## src/core/limg_pkg.sv

```systemverilog
// Constants and types of the link interrupt mask gate
package limg_pkg;
  // ----------------------------------------------------------------
  // Register map (byte addresses)
  // ----------------------------------------------------------------
  localparam logic [7:0] OFS_IRQ_ENABLE_MASK_SET = 8'h88;
  localparam logic [7:0] OFS_IRQ_ENABLE_MASK_CLEAR = 8'h8c;
  localparam logic [7:0] OFS_IRQ_GATE_CTRL = 8'h90;
  localparam logic [7:0] OFS_IRQ_STATUS = 8'h94;
  // ----------------------------------------------------------------
  // Field positions
  // ----------------------------------------------------------------
  localparam int BIT_GLOBAL_IRQ_GATE = 31;
  localparam int BIT_DEVICE_SPECIFIC_IRQ = 30;
  localparam int BIT_SOFTWARE_TRIGGERED_IRQ = 29;
  localparam int BIT_CTRL_AUTO_DROP = 0;
  // Event source positions, shared by event and mask words
  localparam int POS_DEVICE_IRQ = 30;
  localparam int POS_SOFT_IRQ = 29;
  localparam int POS_LATE_ACK = 27;
  localparam int POS_PHY_REG_RX = 26;
  localparam int POS_OVERLONG = 25;
  localparam int POS_FATAL = 24;
  localparam int POS_CYC_INCONS = 23;
  localparam int POS_CYC_MISSED = 22;
  localparam int POS_ROLL64 = 21;
  localparam int POS_CYC_START = 20;
  localparam int POS_PHY_STATUS = 19;
  localparam int POS_REG_FAIL = 18;
  localparam int POS_BUS_RESET = 17;
  localparam int POS_IDENT_DONE = 16;
  localparam int POS_IDENT_STICKY = 15;
  localparam int POS_LOCK_ERR = 9;
  localparam int POS_POSTED_ERR = 8;
  localparam int POS_ISO_RX = 7;
  localparam int POS_ISO_TX = 6;
  localparam int POS_RESP_PKT = 5;
  localparam int POS_REQ_PKT = 4;
  localparam int POS_ARX_RESP = 3;
  localparam int POS_ARX_REQ = 2;
  localparam int POS_RESP_DONE = 1;
  localparam int POS_REQ_DONE = 0;
  // Writable mask bits: all but 28 and 14..10
  localparam logic [31:0] MASK_IMPL = 32'hefff_83ff;
  // Bits 15..12 come out of reset at zero, as do all the rest
  localparam logic [31:0] MASK_RESET = 32'h0000_0000;
  localparam logic [31:0] CTRL_RESET = 32'h0000_0000;
  localparam logic [31:0] READ_UNMAPPED = 32'h0000_0000;
  localparam logic WAITREQ_RESET = 1'b1;
  localparam logic AUTO_DROP_RESET = 1'b0;
  localparam logic IRQ_RESET = 1'b0;
  // ----------------------------------------------------------------
  // Bus slave states
  // ----------------------------------------------------------------
  typedef enum logic [0:0] {
    LIMG_IDLE = 1'b0,
    LIMG_DONE = 1'b1
  } limg_bus_e;
  typedef struct packed {
    limg_bus_e bus;
    logic waitreq;
    logic [31:0] mask;
    logic auto_drop;
    logic [31:0] readdata;
    logic irq;
  } limg_state_s;
endpackage

```

## src/core/limg_top.sv

```systemverilog
// Interrupt mask register with master gate and Avalon-MM slave
`timescale 1ns/1ps
// Overview of operation
// - Reads at set or clear offset return the mask, without side effects.
// - Ones written at set offset set bits; at clear offset clear bits.
// - Master enable bit 31 low blocks the interrupt output entirely.
// - Mask bits below 30 line up with matching event bits.
// - Bit 30 enables the device-specific source with event bit 30.
// - Bit 29 enables the software-triggered source with event bit 29.
// - Bit 28 reads zero and ignores writes.
// - Bits 14 to 10 read zero and ignore writes.
// - Bits 27 and 26 gate late-ack and phys-register-received events.
// - Bits 25 and 24 gate overlong-cycle and fatal-error events.
// - Bits 23 and 22 gate inconsistent-cycle-time and missed-cycle events.
// - Bits 21 and 20 gate rollover and iso-cycle-start events.
// - Bits 19 and 18 gate phy status and register-access-failed events.
// - Bits 17, 16, 15 gate bus reset and node-ident-done events.
// - Bits 9 and 8 gate lock response and posted write errors.
// - Bits 7 and 6 gate iso receive and transmit summaries.
// - Bits 5 and 4 gate response and request packet received.
// - Bits 3 and 2 gate async receive response and request DMA.
// - Bits 1 and 0 gate response and request transmit done.
// - Master enable may also be changed by hardware update.
// - Bits 15 to 12 read zero after reset.
module limg_top #(
  parameter int DATA_W = 32,
  parameter int ADDR_W = 8
) (
  input wire logic clk,
  input wire logic sys_rst,
  input wire logic [7:0] avs_address,
  input wire logic avs_read,
  input wire logic avs_write,
  input wire logic [31:0] avs_writedata,
  input wire logic [3:0] avs_byteenable,
  output logic [31:0] avs_readdata,
  output logic avs_waitrequest,
  input wire logic [31:0] irq_event,
  input wire logic hw_gate_set,
  input wire logic hw_gate_clear,
  output logic irq_out
);
  // ----------------------------------------------------------------
  // Elaboration checks
  // ----------------------------------------------------------------
  if (DATA_W != 32) begin : g_chk_data_w
    $error("limg_top: DATA_W must be 32");
  end
  if (ADDR_W != 8) begin : g_chk_addr_w
    $error("limg_top: ADDR_W must be 8");
  end

  // ----------------------------------------------------------------
  // State and decoded signals
  // ----------------------------------------------------------------
  limg_pkg::limg_state_s st;
  limg_pkg::limg_state_s next_st;
  logic [31:0] wmask;
  logic [31:0] pending;
  logic sw_take;
  logic [31:0] rd_word;

  // Device-specific source
  logic device_specific_irq_hit;

  // Software-triggered source
  logic software_triggered_irq_hit;

  // Late acknowledge
  logic late_ack_hit;
  // Phy register received
  logic phys_register_received_hit;

  // Overlong cycle
  logic overlong_cycle_hit;
  // Fatal error
  logic fatal_error_hit;

  // Inconsistent cycle time
  logic inconsistent_cycle_time_hit;
  // Missed cycle
  logic missed_cycle_hit;

  // Rollover of the seconds count
  logic sixty_four_second_rollover_hit;
  // Cycle start
  logic iso_cycle_start_hit;

  // Phy status transfer
  logic phy_status_transfer_hit;
  // Failed register access
  logic register_access_failed_hit;

  // Bus reset
  logic serial_bus_reset_hit;
  // Node identification done
  logic node_ident_done_hit;
  // Node identification done, kept
  logic node_ident_done_sticky_hit;

  // Lock response error
  logic lock_response_error_hit;
  // Posted write error
  logic posted_write_error_hit;

  // Receive summary
  logic iso_receive_summary_hit;
  // Transmit summary
  logic iso_transmit_summary_hit;

  // Response packet received
  logic response_packet_received_hit;
  // Request packet received
  logic request_packet_received_hit;

  // Receive response DMA
  logic async_rx_response_dma_hit;
  // Receive request DMA
  logic async_rx_request_dma_hit;

  // Response transmit done
  logic response_transmit_done_hit;
  // Request transmit done
  logic request_transmit_done_hit;

  // ----------------------------------------------------------------
  // Helper functions
  // ----------------------------------------------------------------
  function automatic logic [31:0] lane_mask(input logic [3:0] be);
    lane_mask = {{8{be[3]}}, {8{be[2]}}, {8{be[1]}}, {8{be[0]}}};
  endfunction

  // One source: event and its enable both set
  function automatic logic src_hit(input logic [31:0] ev,
                                   input logic [31:0] mk,
                                   input int pos);
    src_hit = ev[pos] & mk[pos];
  endfunction

  function automatic logic is_mask_ofs(input logic [7:0] a);
    is_mask_ofs = (a == limg_pkg::OFS_IRQ_ENABLE_MASK_SET) ||
                  (a == limg_pkg::OFS_IRQ_ENABLE_MASK_CLEAR);
  endfunction

  // ----------------------------------------------------------------
  // Read decode
  // ----------------------------------------------------------------
  always_comb begin
    if (is_mask_ofs(avs_address)) begin
      rd_word = st.mask & limg_pkg::MASK_IMPL;
    end else if (avs_address == limg_pkg::OFS_IRQ_GATE_CTRL) begin
      rd_word = {31'h0000_0000, st.auto_drop};
    end else if (avs_address == limg_pkg::OFS_IRQ_STATUS) begin
      rd_word = pending;
    end else begin
      rd_word = limg_pkg::READ_UNMAPPED;
    end
  end

  // ----------------------------------------------------------------
  // Device-specific source
  // ----------------------------------------------------------------
  assign device_specific_irq_hit = src_hit(irq_event, st.mask, limg_pkg::POS_DEVICE_IRQ);

  // ----------------------------------------------------------------
  // Software-triggered source
  // ----------------------------------------------------------------
  assign software_triggered_irq_hit = src_hit(irq_event, st.mask, limg_pkg::POS_SOFT_IRQ);

  // ----------------------------------------------------------------
  // Late acknowledge, phy register
  // ----------------------------------------------------------------
  assign late_ack_hit = src_hit(irq_event, st.mask, limg_pkg::POS_LATE_ACK);
  assign phys_register_received_hit = src_hit(irq_event, st.mask, limg_pkg::POS_PHY_REG_RX);

  // ----------------------------------------------------------------
  // Overlong cycle, fatal error
  // ----------------------------------------------------------------
  assign overlong_cycle_hit = src_hit(irq_event, st.mask, limg_pkg::POS_OVERLONG);
  assign fatal_error_hit = src_hit(irq_event, st.mask, limg_pkg::POS_FATAL);

  // ----------------------------------------------------------------
  // Cycle timing faults
  // ----------------------------------------------------------------
  assign inconsistent_cycle_time_hit = src_hit(irq_event, st.mask, limg_pkg::POS_CYC_INCONS);
  assign missed_cycle_hit = src_hit(irq_event, st.mask, limg_pkg::POS_CYC_MISSED);

  // ----------------------------------------------------------------
  // Cycle timer
  // ----------------------------------------------------------------
  assign sixty_four_second_rollover_hit = src_hit(irq_event, st.mask, limg_pkg::POS_ROLL64);
  assign iso_cycle_start_hit = src_hit(irq_event, st.mask, limg_pkg::POS_CYC_START);

  // ----------------------------------------------------------------
  // Phy status, register access
  // ----------------------------------------------------------------
  assign phy_status_transfer_hit = src_hit(irq_event, st.mask, limg_pkg::POS_PHY_STATUS);
  assign register_access_failed_hit = src_hit(irq_event, st.mask, limg_pkg::POS_REG_FAIL);

  // ----------------------------------------------------------------
  // Bus reset, node identification
  // ----------------------------------------------------------------
  assign serial_bus_reset_hit = src_hit(irq_event, st.mask, limg_pkg::POS_BUS_RESET);
  assign node_ident_done_hit = src_hit(irq_event, st.mask, limg_pkg::POS_IDENT_DONE);
  assign node_ident_done_sticky_hit = src_hit(irq_event, st.mask, limg_pkg::POS_IDENT_STICKY);

  // ----------------------------------------------------------------
  // Write errors
  // ----------------------------------------------------------------
  assign lock_response_error_hit = src_hit(irq_event, st.mask, limg_pkg::POS_LOCK_ERR);
  assign posted_write_error_hit = src_hit(irq_event, st.mask, limg_pkg::POS_POSTED_ERR);

  // ----------------------------------------------------------------
  // Isochronous summaries
  // ----------------------------------------------------------------
  assign iso_receive_summary_hit = src_hit(irq_event, st.mask, limg_pkg::POS_ISO_RX);
  assign iso_transmit_summary_hit = src_hit(irq_event, st.mask, limg_pkg::POS_ISO_TX);

  // ----------------------------------------------------------------
  // Received packets
  // ----------------------------------------------------------------
  assign response_packet_received_hit = src_hit(irq_event, st.mask, limg_pkg::POS_RESP_PKT);
  assign request_packet_received_hit = src_hit(irq_event, st.mask, limg_pkg::POS_REQ_PKT);

  // ----------------------------------------------------------------
  // Receive DMA
  // ----------------------------------------------------------------
  assign async_rx_response_dma_hit = src_hit(irq_event, st.mask, limg_pkg::POS_ARX_RESP);
  assign async_rx_request_dma_hit = src_hit(irq_event, st.mask, limg_pkg::POS_ARX_REQ);

  // ----------------------------------------------------------------
  // Transmit completion
  // ----------------------------------------------------------------
  assign response_transmit_done_hit = src_hit(irq_event, st.mask, limg_pkg::POS_RESP_DONE);
  assign request_transmit_done_hit = src_hit(irq_event, st.mask, limg_pkg::POS_REQ_DONE);

  // ----------------------------------------------------------------
  // Pending word, gate and reserved positions left at zero
  // ----------------------------------------------------------------
  always_comb begin
    pending = limg_pkg::READ_UNMAPPED;

    // Vendor and software sources
    pending[limg_pkg::POS_DEVICE_IRQ] = device_specific_irq_hit;
    pending[limg_pkg::POS_SOFT_IRQ] = software_triggered_irq_hit;

    // Link and cycle sources
    pending[limg_pkg::POS_LATE_ACK] = late_ack_hit;
    pending[limg_pkg::POS_PHY_REG_RX] = phys_register_received_hit;
    pending[limg_pkg::POS_OVERLONG] = overlong_cycle_hit;
    pending[limg_pkg::POS_FATAL] = fatal_error_hit;
    pending[limg_pkg::POS_CYC_INCONS] = inconsistent_cycle_time_hit;
    pending[limg_pkg::POS_CYC_MISSED] = missed_cycle_hit;
    pending[limg_pkg::POS_ROLL64] = sixty_four_second_rollover_hit;
    pending[limg_pkg::POS_CYC_START] = iso_cycle_start_hit;

    // Phy and bus sources
    pending[limg_pkg::POS_PHY_STATUS] = phy_status_transfer_hit;
    pending[limg_pkg::POS_REG_FAIL] = register_access_failed_hit;
    pending[limg_pkg::POS_BUS_RESET] = serial_bus_reset_hit;
    pending[limg_pkg::POS_IDENT_DONE] = node_ident_done_hit;
    pending[limg_pkg::POS_IDENT_STICKY] = node_ident_done_sticky_hit;

    // Error sources
    pending[limg_pkg::POS_LOCK_ERR] = lock_response_error_hit;
    pending[limg_pkg::POS_POSTED_ERR] = posted_write_error_hit;

    // DMA summaries and packets
    pending[limg_pkg::POS_ISO_RX] = iso_receive_summary_hit;
    pending[limg_pkg::POS_ISO_TX] = iso_transmit_summary_hit;
    pending[limg_pkg::POS_RESP_PKT] = response_packet_received_hit;
    pending[limg_pkg::POS_REQ_PKT] = request_packet_received_hit;
    pending[limg_pkg::POS_ARX_RESP] = async_rx_response_dma_hit;
    pending[limg_pkg::POS_ARX_REQ] = async_rx_request_dma_hit;

    // Transmit completion
    pending[limg_pkg::POS_RESP_DONE] = response_transmit_done_hit;
    pending[limg_pkg::POS_REQ_DONE] = request_transmit_done_hit;
  end

  // ----------------------------------------------------------------
  // Next state
  // ----------------------------------------------------------------
  always_comb begin
    wmask = avs_writedata & lane_mask(avs_byteenable) & limg_pkg::MASK_IMPL;
    sw_take = (st.bus == limg_pkg::LIMG_IDLE) && (avs_read || avs_write);
    next_st = st;
    next_st.bus = limg_pkg::LIMG_IDLE;

    // Software access, answered one cycle after it is taken
    if (sw_take) begin
      next_st.bus = limg_pkg::LIMG_DONE;
      if (avs_write) begin
        if (avs_address == limg_pkg::OFS_IRQ_ENABLE_MASK_SET) begin
          next_st.mask = st.mask | wmask;
        end else if (avs_address == limg_pkg::OFS_IRQ_ENABLE_MASK_CLEAR) begin
          next_st.mask = st.mask & ~wmask;
        end else if (avs_address == limg_pkg::OFS_IRQ_GATE_CTRL) begin
          if (avs_byteenable[0]) begin
            next_st.auto_drop = avs_writedata[limg_pkg::BIT_CTRL_AUTO_DROP];
          end
        end
        next_st.readdata = limg_pkg::READ_UNMAPPED;
      end else begin
        next_st.readdata = rd_word;
      end
    end

    // Hardware update of the master gate, after software so it wins
    if (hw_gate_set) begin
      next_st.mask[limg_pkg::BIT_GLOBAL_IRQ_GATE] = 1'b1;
    end else if (hw_gate_clear || (st.auto_drop && st.irq)) begin
      next_st.mask[limg_pkg::BIT_GLOBAL_IRQ_GATE] = 1'b0;
    end
    next_st.mask = next_st.mask & limg_pkg::MASK_IMPL;

    // Answer strobe kept in its own flip-flop
    next_st.waitreq = (next_st.bus != limg_pkg::LIMG_DONE);

    // Level interrupt from the mask about to be stored
    next_st.irq = next_st.mask[limg_pkg::BIT_GLOBAL_IRQ_GATE] &&
                  (|(irq_event[30:0] & next_st.mask[30:0]));
  end

  // ----------------------------------------------------------------
  // State register
  // ----------------------------------------------------------------
  always_ff @(posedge clk) begin
    if (sys_rst) begin
      st.bus <= limg_pkg::LIMG_IDLE;
      st.waitreq <= limg_pkg::WAITREQ_RESET;
      st.mask <= limg_pkg::MASK_RESET;
      st.auto_drop <= limg_pkg::AUTO_DROP_RESET;
      st.readdata <= limg_pkg::READ_UNMAPPED;
      st.irq <= limg_pkg::IRQ_RESET;
    end else begin
      st <= next_st;
    end
  end

  // ----------------------------------------------------------------
  // Outputs, each a stored bit
  // ----------------------------------------------------------------
  assign avs_readdata = st.readdata;
  assign avs_waitrequest = st.waitreq;
  assign irq_out = st.irq;
endmodule

```

## config.mk

```make
export PLATFORM = sky130hd
export DESIGN_NAME = limg_top
export DESIGN_NICKNAME = d
export VERILOG_FILES = /design/src/core/limg_pkg.sv /design/src/core/limg_top.sv
export SDC_FILE = /design/constraint.sdc
export NUM_CORES = 1
export LEC_CHECK = 0
export BUFFER_PORTS_ARGS = -buffer_cell sky130_fd_sc_hd__buf_2
export CAP_MARGIN = 20
export CORE_UTILIZATION = 49
export CTS_CLUSTER_DIAMETER = 80
export DETAILED_ROUTE_END_ITERATION = 10
export PLACE_DENSITY = 0.8
export SLEW_MARGIN = 20
export SYNTH_ARGS = -nofsm -noshare
export SYNTH_HDL_FRONTEND = slang
export SYNTH_SLANG_ARGS = --single-unit
export TNS_END_PERCENT = 10
```

## constraint.sdc

```tcl
create_clock -name clk -period 2.59 [get_ports clk]
set_input_delay 0.518 -clock clk [delete_from_list [all_inputs] [get_ports clk]]
set_output_delay 0.518 -clock clk [all_outputs]
set_load 0.005 [all_outputs]
```

==> run_results.csv, run 1 <==
group,metric,value,unit
run_status,outcome,"finished, final reports clean",
yosys,synth_top_area_share,36.75,%
cts,clkLatencyLatePin,300,ps
cts,cts.sinks,56,
power,pwr_density_cell,431.2,nW/um^2
yosys,synth_cell_types,47,
worst_setup_path,crit_path_end_kind,"register",
global_route,overflow,0,
cells_and_area,area_growth,16.00,%
worst_setup_path,endpoint,"irq_out",
worst_setup_path,crit_type,"input port to register",
floorplanning,core_area,5956,sq um
detailed_routing,vias_per_cell,5.701,
detailed_routing,wl_per_cell,14.99,um
place,gp_congestion,0.8821,
global_route,grt_pass1_wl,12650,um
cts,postCtsSetupBuffers,0,
global_route,antenna_found_initial,0,
timing,tns,0,ps
yosys,yosysMostFrequentCell,"nand2_1",
place,port_buffers,96,
yosys,synth_edf_count,0,
detailed_routing,wl_met3,610,um
detailed_routing,drtAntennaViolNets,0,
global_route,grt_max_degree,29,
detailed_routing,routed_wl,8062,um
yosys,synth-warning-count,0,
floorplanning,die_h,80.90,um
yosys,async_reset_ff_share,0,%
timing,finalCritPeriodShare,83.27,%
detailed_routing,highest_layer,"met4",
yosys,mappedNetlistArea,3050,sq um
cts,hold_buffers,0,
timing,maxSlewViolCount,0,
detailed_routing,met1Wirelength,3568,um
timing,finClkSkew,7.238,ps
yosys,synth-seq-area-share,36.75,%
cts,htreeDepth,2,
cts,cts_tree,"yes",
floorplanning,die_x,80.90,um
detailed_routing,drc_errors,0,
yosys,yosys.area.top_type,"dfxtp_1",
worst_setup_path,critPathSlowestCell,"or3_1",
cells_and_area,diodes,0,
cells_and_area,drive_gt1_share,30.24,%
yosys,synth_common_cells,"nand2_1, dfxtp_1, a21oi_1, buf_4, nor2_1",
yosys,ys_top_cells_by_area,"dfxtp_1, nand2_1, buf_4, a21oi_1, a22oi_1",
job,max-cap-violations,0,
cts,clkTransAtPathRegs,90,ps
floorplanning,io_pins,116,
floorplanning,initial_core_util,51.22,%
worst_setup_path,arrival,2330,ps
timing,fmax,0.4637,GHz
detailed_routing,vias,3067,
worst_hold_path,hp-class,"register to register",
timing,min_period,2157,ps
global_route,grt.total_usage,25.05,%
worst_setup_path,crit_required,2770,ps
yosys,synth_seq_cells,56,
worst_setup_path,rrSetupSlack,560,ps
timing,hold_ws,456.8,ps
cells_and_area,nets,544,
power,vdd_drop_max,0.3182,mV
floorplanning,dieArea,6545,sq um
worst_setup_path,crit_start,"avs_address[1]",
detailed_routing,drtPass1Iterations,5,
worst_setup_path,cp-start-kind,"input port",
worst_setup_path,path_max_fanout,7,
worst_setup_path,crit_path_cell_trace,"buf_2 > or3_1 > nor4_4 > a21oi_1 > a31oi_1 > and4_1 > a41oi_2",
global_route,grt_pass1_vias,2752,
worst_setup_path,reg2regPathDepth,7,
yosys,ys.flop_type,"dfxtp_1",
detailed_routing,wl_met2,3739,um
detailed_routing,drtIter0Drc,213,
worst_setup_path,cp_slowest_stage_delay,580,ps
worst_setup_path,worstReg2RegStart,"st[67]",
timing,rsz0062_at_grt,"false",
power,leakage,1.447,nW
yosys,syn_area_per_cell,7.903,sq um
timing,hold_viol,0,
cts,cts_resized,0,
cts,cts_max_path_buffers,2,
cts,cts_root_buffer,"clkbuf_8",
timing,setup_viol,0,
worst_setup_path,worstReg2RegEnd,"irq_out",
place,place_hpwl,6111,um
yosys,syn_inst,386,
floorplanning,rows,28,
cts,numCtsBuffers,5,
==> cells in the final DEF (no fill, tap or decap), types with 2 or more instances in the layout <==
cell / netlist / layout
o21ai_1: 2 / 2
conb_1: 1 / 6
nor2b_1: 6 / 6
buf_4: 34 / 20
a21oi_1: 39 / 39
nand2b_1: 2 / 2
and3b_1: 3 / 3
nor4_4: 2 / 2
o21ai_0: 22 / 22
and4b_1: 2 / 2
nor2_1: 33 / 33
a222oi_1: 2 / 2
nand4_1: 16 / 16
nand2_1: 70 / 70
nand3b_1: 3 / 3
or3_1: 2 / 2
a22o_1: 3 / 3
buf_2: 6 / 96
dfxtp_1: 56 / 56
a41oi_1: 2 / 2
mux2_2: 6 / 6
nand3_1: 9 / 9
a31oi_1: 7 / 7
clkbuf_1: 9 / 2
and3_1: 3 / 3
inv_1: 4 / 4
clkbuf_8: 0 / 6
nor3_1: 4 / 4
a22oi_1: 17 / 17
nor3_2: 2 / 2
==> where the power goes <==
part           leakage (nW)  switching, mW  total [mW]  internal [mW]
clock                0.0455          0.264       0.483          0.219
sequential            0.452        0.00328       0.867          0.864
combinational         0.950          0.107       0.175         0.0680
total                  1.45          0.375        1.53           1.15
==> layout make-up <==
type,count,area (sq um)
Fill cell,557,2417
Multi-Input combinational cell,279,1588
Sequential cell,56,1121
Timing Repair Buffer,116,630.6
Tap cell,75,93.84
Clock buffer,8,90.09
Inverter,4,15.01
==> through the flow <==
step / util [%] / cell area (sq um) / power (mW) / setup WS (ps) / instances
3_5_place_dp: 57.90 / 3448 / 1.060 / 155.3 / 530
2_1_floorplan: - / 3069 / 0.9661 / 503.0 / 391
6_report: 59.41 / 3538 / 1.526 / 433.3 / 538
5_1_grt: 59.41 / 3538 / 1.593 / 392.3 / 538
4_1_cts: 59.41 / 3538 / 1.535 / 471.4 / 538
3_3_place_gp: 57.90 / 3448 / 1.058 / 161.8 / 530
==> logic make-up after synthesis <==
kind of cell	after synthesis	synth area share (%)
AO/OA/AOI/OAI	102	21.33
buffers and inverters	56	11.81
flip-flops	56	36.75
multiplexers	7	2.543
other	1	0.1229
AND/OR/NAND/NOR	164	27.44
==> metal layers <==
metal  vias to the layer above  track usage [%]
met1                      1405            33.59
met5                         -                0
li1                       1491                -
met3                        19            4.494
met4                         0            6.964
met2                       152            41.09
==> flip-flops by register name, indices dropped and copies added, names as in the netlist <==
signal / flops
avs_readdata: 26
avs_waitrequest: 1
irq_out: 1
st: 28
==> how the worst min path moves through the flow <==
stage	startpoint	to	slack, ps	cells past startpoint
6_report	avs_readdata[29]	avs_readdata[29]	460	2
5_1_grt	avs_writedata[26]	st[60]	460	2
4_1_cts	avs_writedata[26]	st[60]	460	2
3_5_place_dp	avs_readdata[8]	avs_readdata[8]	440	2
3_3_place_gp	avs_readdata[26]	avs_readdata[26]	430	2
2_1_floorplan	avs_readdata[5]	avs_readdata[5]	430	2
==> critical path, delay by kind of cell <==
| family | cells | cell delay [ps] |
|---|---|---|
| AOI/OAI and AO/OA | 3 | 460 |
| buffers and inverters | 1 | 110 |
| and+or+nand+nor | 3 | 1240 |
No activity file was read; power rests on OpenSTA's default activity.
==> run 2, diff against run 1 <==
--- a/config.mk
+++ b/config.mk
@@ -7,10 +7,10 @@
 export LEC_CHECK = 0
 export BUFFER_PORTS_ARGS = -buffer_cell sky130_fd_sc_hd__buf_2
 export CAP_MARGIN = 20
-export CORE_UTILIZATION = 49
+export CORE_UTILIZATION = 44
 export CTS_CLUSTER_DIAMETER = 80
 export DETAILED_ROUTE_END_ITERATION = 10
-export PLACE_DENSITY = 0.8
+export PLACE_DENSITY = 0.76
 export SLEW_MARGIN = 20
 export SYNTH_ARGS = -nofsm -noshare
 export SYNTH_HDL_FRONTEND = slang
==> constraint.sdc (replaced) <==
create_clock -name clk -period 1.8 [get_ports clk]
set_input_delay 0.36 -clock clk [delete_from_list [all_inputs] [get_ports clk]]
set_output_delay 0.36 -clock clk [all_outputs]
set_load 0.005 [all_outputs]
==> run 2 against run 1 <==
  * The flow now finishes with violations (setup timing)
  * Global-route usage shrank 0.30 points
  * Die area grew 11%
  * Sequential power grew 44%
  * Critical path depth grew 2
  * Count of clock-buffer cells in the layout shrank 3
  * Register-to-register slack lost 650 ps
  * Critical path type unchanged
  * Critical endpoint unchanged
  * Highest routed layer unchanged
==> run_results.csv, run 2 (synthesis results as in run 1) <==
group,metric,value,unit
worst_setup_path,path_max_fanout,4,
cts,hold_buffers,0,
cells_and_area,largest_reg_flops,28,
cells_and_area,area_growth,27.36,%
power,pwr_density_cell,615.5,nW/um^2
worst_setup_path,reg2regPathDepth,6,
timing,hold_viol,0,
cts,cts_max_path_buffers,2,
worst_hold_path,whs_endpoint,"st[60]",
floorplanning,rows,29,
power,leakage,1.646,nW
global_route,grt_pass1_wl,14360,um
floorplanning,core_area,6531,sq um
run_status,outcome,"finished with violations",
timing,finalCritPeriodShare,106.6,%
place,dp.cells,560,
worst_hold_path,hp-class,"input port to register",
cts,clkTransAtPathRegs,110,ps
detailed_routing,wl_met3,629,um
worst_setup_path,crit_required,2000,ps
global_route,grt_pass1_vias,3083,
detailed_routing,drtAntennaViolNets,0,
cts,cts_root_buffer,"clkbuf_8",
detailed_routing,drc_errors,0,
timing,min_period,1920,ps
detailed_routing,wl_per_cell,15.64,um
worst_hold_path,holdPathStages,2,
cells_and_area,nets,576,
cells_and_area,nFillCells,606,
detailed_routing,highest_layer,"met4",
job,max-cap-violations,0,
timing,setup_slack,-119.6,ps
worst_setup_path,arrival,2120,ps
global_route,grt_max_degree,29,
cts,cts.sinks,56,
detailed_routing,vias,3239,
floorplanning,die_x,85.27,um
floorplanning,initial_core_util,46.70,%
cts,numCtsBuffers,5,
floorplanning,io_pins,116,
place,port_buffers,96,
cells_and_area,drive_gt1_share,36.77,%
worst_setup_path,cp-start-kind,"input port",
worst_setup_path,rrSetupSlack,-90,ps
global_route,grt.total_usage,24.75,%
place,gp_congestion,0.8772,
global_route,overflow,0,
floorplanning,dieArea,7270,sq um
timing,setup_viol,1,
worst_setup_path,worstReg2RegEnd,"irq_out",
cells_and_area,final_common_cell,"buf_2",
timing,rsz0062_at_grt,"true",
worst_hold_path,worstHoldStart,"avs_writedata[26]",
cells_and_area,diodes,0,
cts,clkLatencyLatePin,310,ps
cells_and_area,layout_common_cells,"buf_2, nand2_1, dfxtp_1",
detailed_routing,wl_met2,4251,um
cells_and_area,fin_util,59.48,%
place,place_hpwl,6766,um
detailed_routing,drtPass1Iterations,5,
power,vdd_drop_max,0.3071,mV
cts,htreeDepth,2,
detailed_routing,vias_per_cell,5.663,
detailed_routing,met1Wirelength,3825,um
cells_and_area,final_cells,572,
worst_setup_path,crit_path_end_kind,"register",
timing,fmax,0.5210,GHz
global_route,antenna_found_initial,0,
timing,finClkSkew,11.57,ps
run_status,violations,"setup timing",
cts,cts_tree,"yes",
timing,maxSlewViolCount,0,
worst_setup_path,worstReg2RegStart,"st[67]",
floorplanning,die_h,85.27,um
cells_and_area,top_register,"st",
detailed_routing,drtIter0Drc,295,
detailed_routing,routed_wl,8945,um
worst_setup_path,crit_type,"input port to register",
-- run 2: cell type report --
cell class                 instances  area (sq um)  area share (%)
timing repair buffer             148         882.1           22.71
clock inverter                     3         42.54           1.095
tap                               77         96.34           2.480
clock buffer                       5         68.82           1.771
inverter                           4         15.01          0.3865
sequential                        56          1122           28.89
multi-input combinational        279          1658           42.67
-- run 2: metal layers --
layer  vias to the layer above  track usage, %
met5                         -               0
met4                         0           10.00
met2                       161           41.35
met3                        27           4.280
met1                      1496           31.80
li1                       1555               -
-- run 2: worst max-delay path by stage --
stage                              start      end  slack [ps]  cells past startpoint
after global routing              st[67]  irq_out        -200                      7
after CTS                         st[67]  irq_out         -60                      6
after detailed placement  avs_address[4]  irq_out        -460                      9
after global placement    avs_address[4]  irq_out        -460                      9
final                     avs_address[4]  irq_out        -120                      9
after floorplan           avs_address[4]  irq_out         -40                      7
-- run 2: through the flow --
step                hold slack (ps)  total power, mW  setup WS [ps]  area [sq um]  TNS [ps]
floorplan                     425.6            1.396         -42.65          3113    -80.25
global placement              431.2            1.558         -459.2          3691     -6677
detailed placement            438.4            1.561         -463.9          3691     -8734
CTS                           272.3            2.386         -64.07          3861    -64.07
global route                  287.8            2.468         -200.4          3885    -200.4
finish                        282.1            2.391         -119.6          3885    -119.6
-- run 2: worst max-delay path, stage by stage --
cell	delay (ps)
buf_2	100
buf_4	130
nand4bb_4	230
buf_6	180
nor4_4	390
a21oi_1	150
a31oi_2	220
and4_1	250
a41oi_2	110
-- run 2: power by group --
group          total [mW]  internal (mW)  switching (mW)
Sequential           1.25           1.24         0.00329
Clock               0.837          0.413           0.425
Combinational       0.307          0.134           0.173
-- run 2: timing repair --
item / CTS / global route
pin swaps: 9 / 6
setup buffers: 3 / 1
endpoints found under the setup margin: 2 / 2
resized for setup: 8 / 3
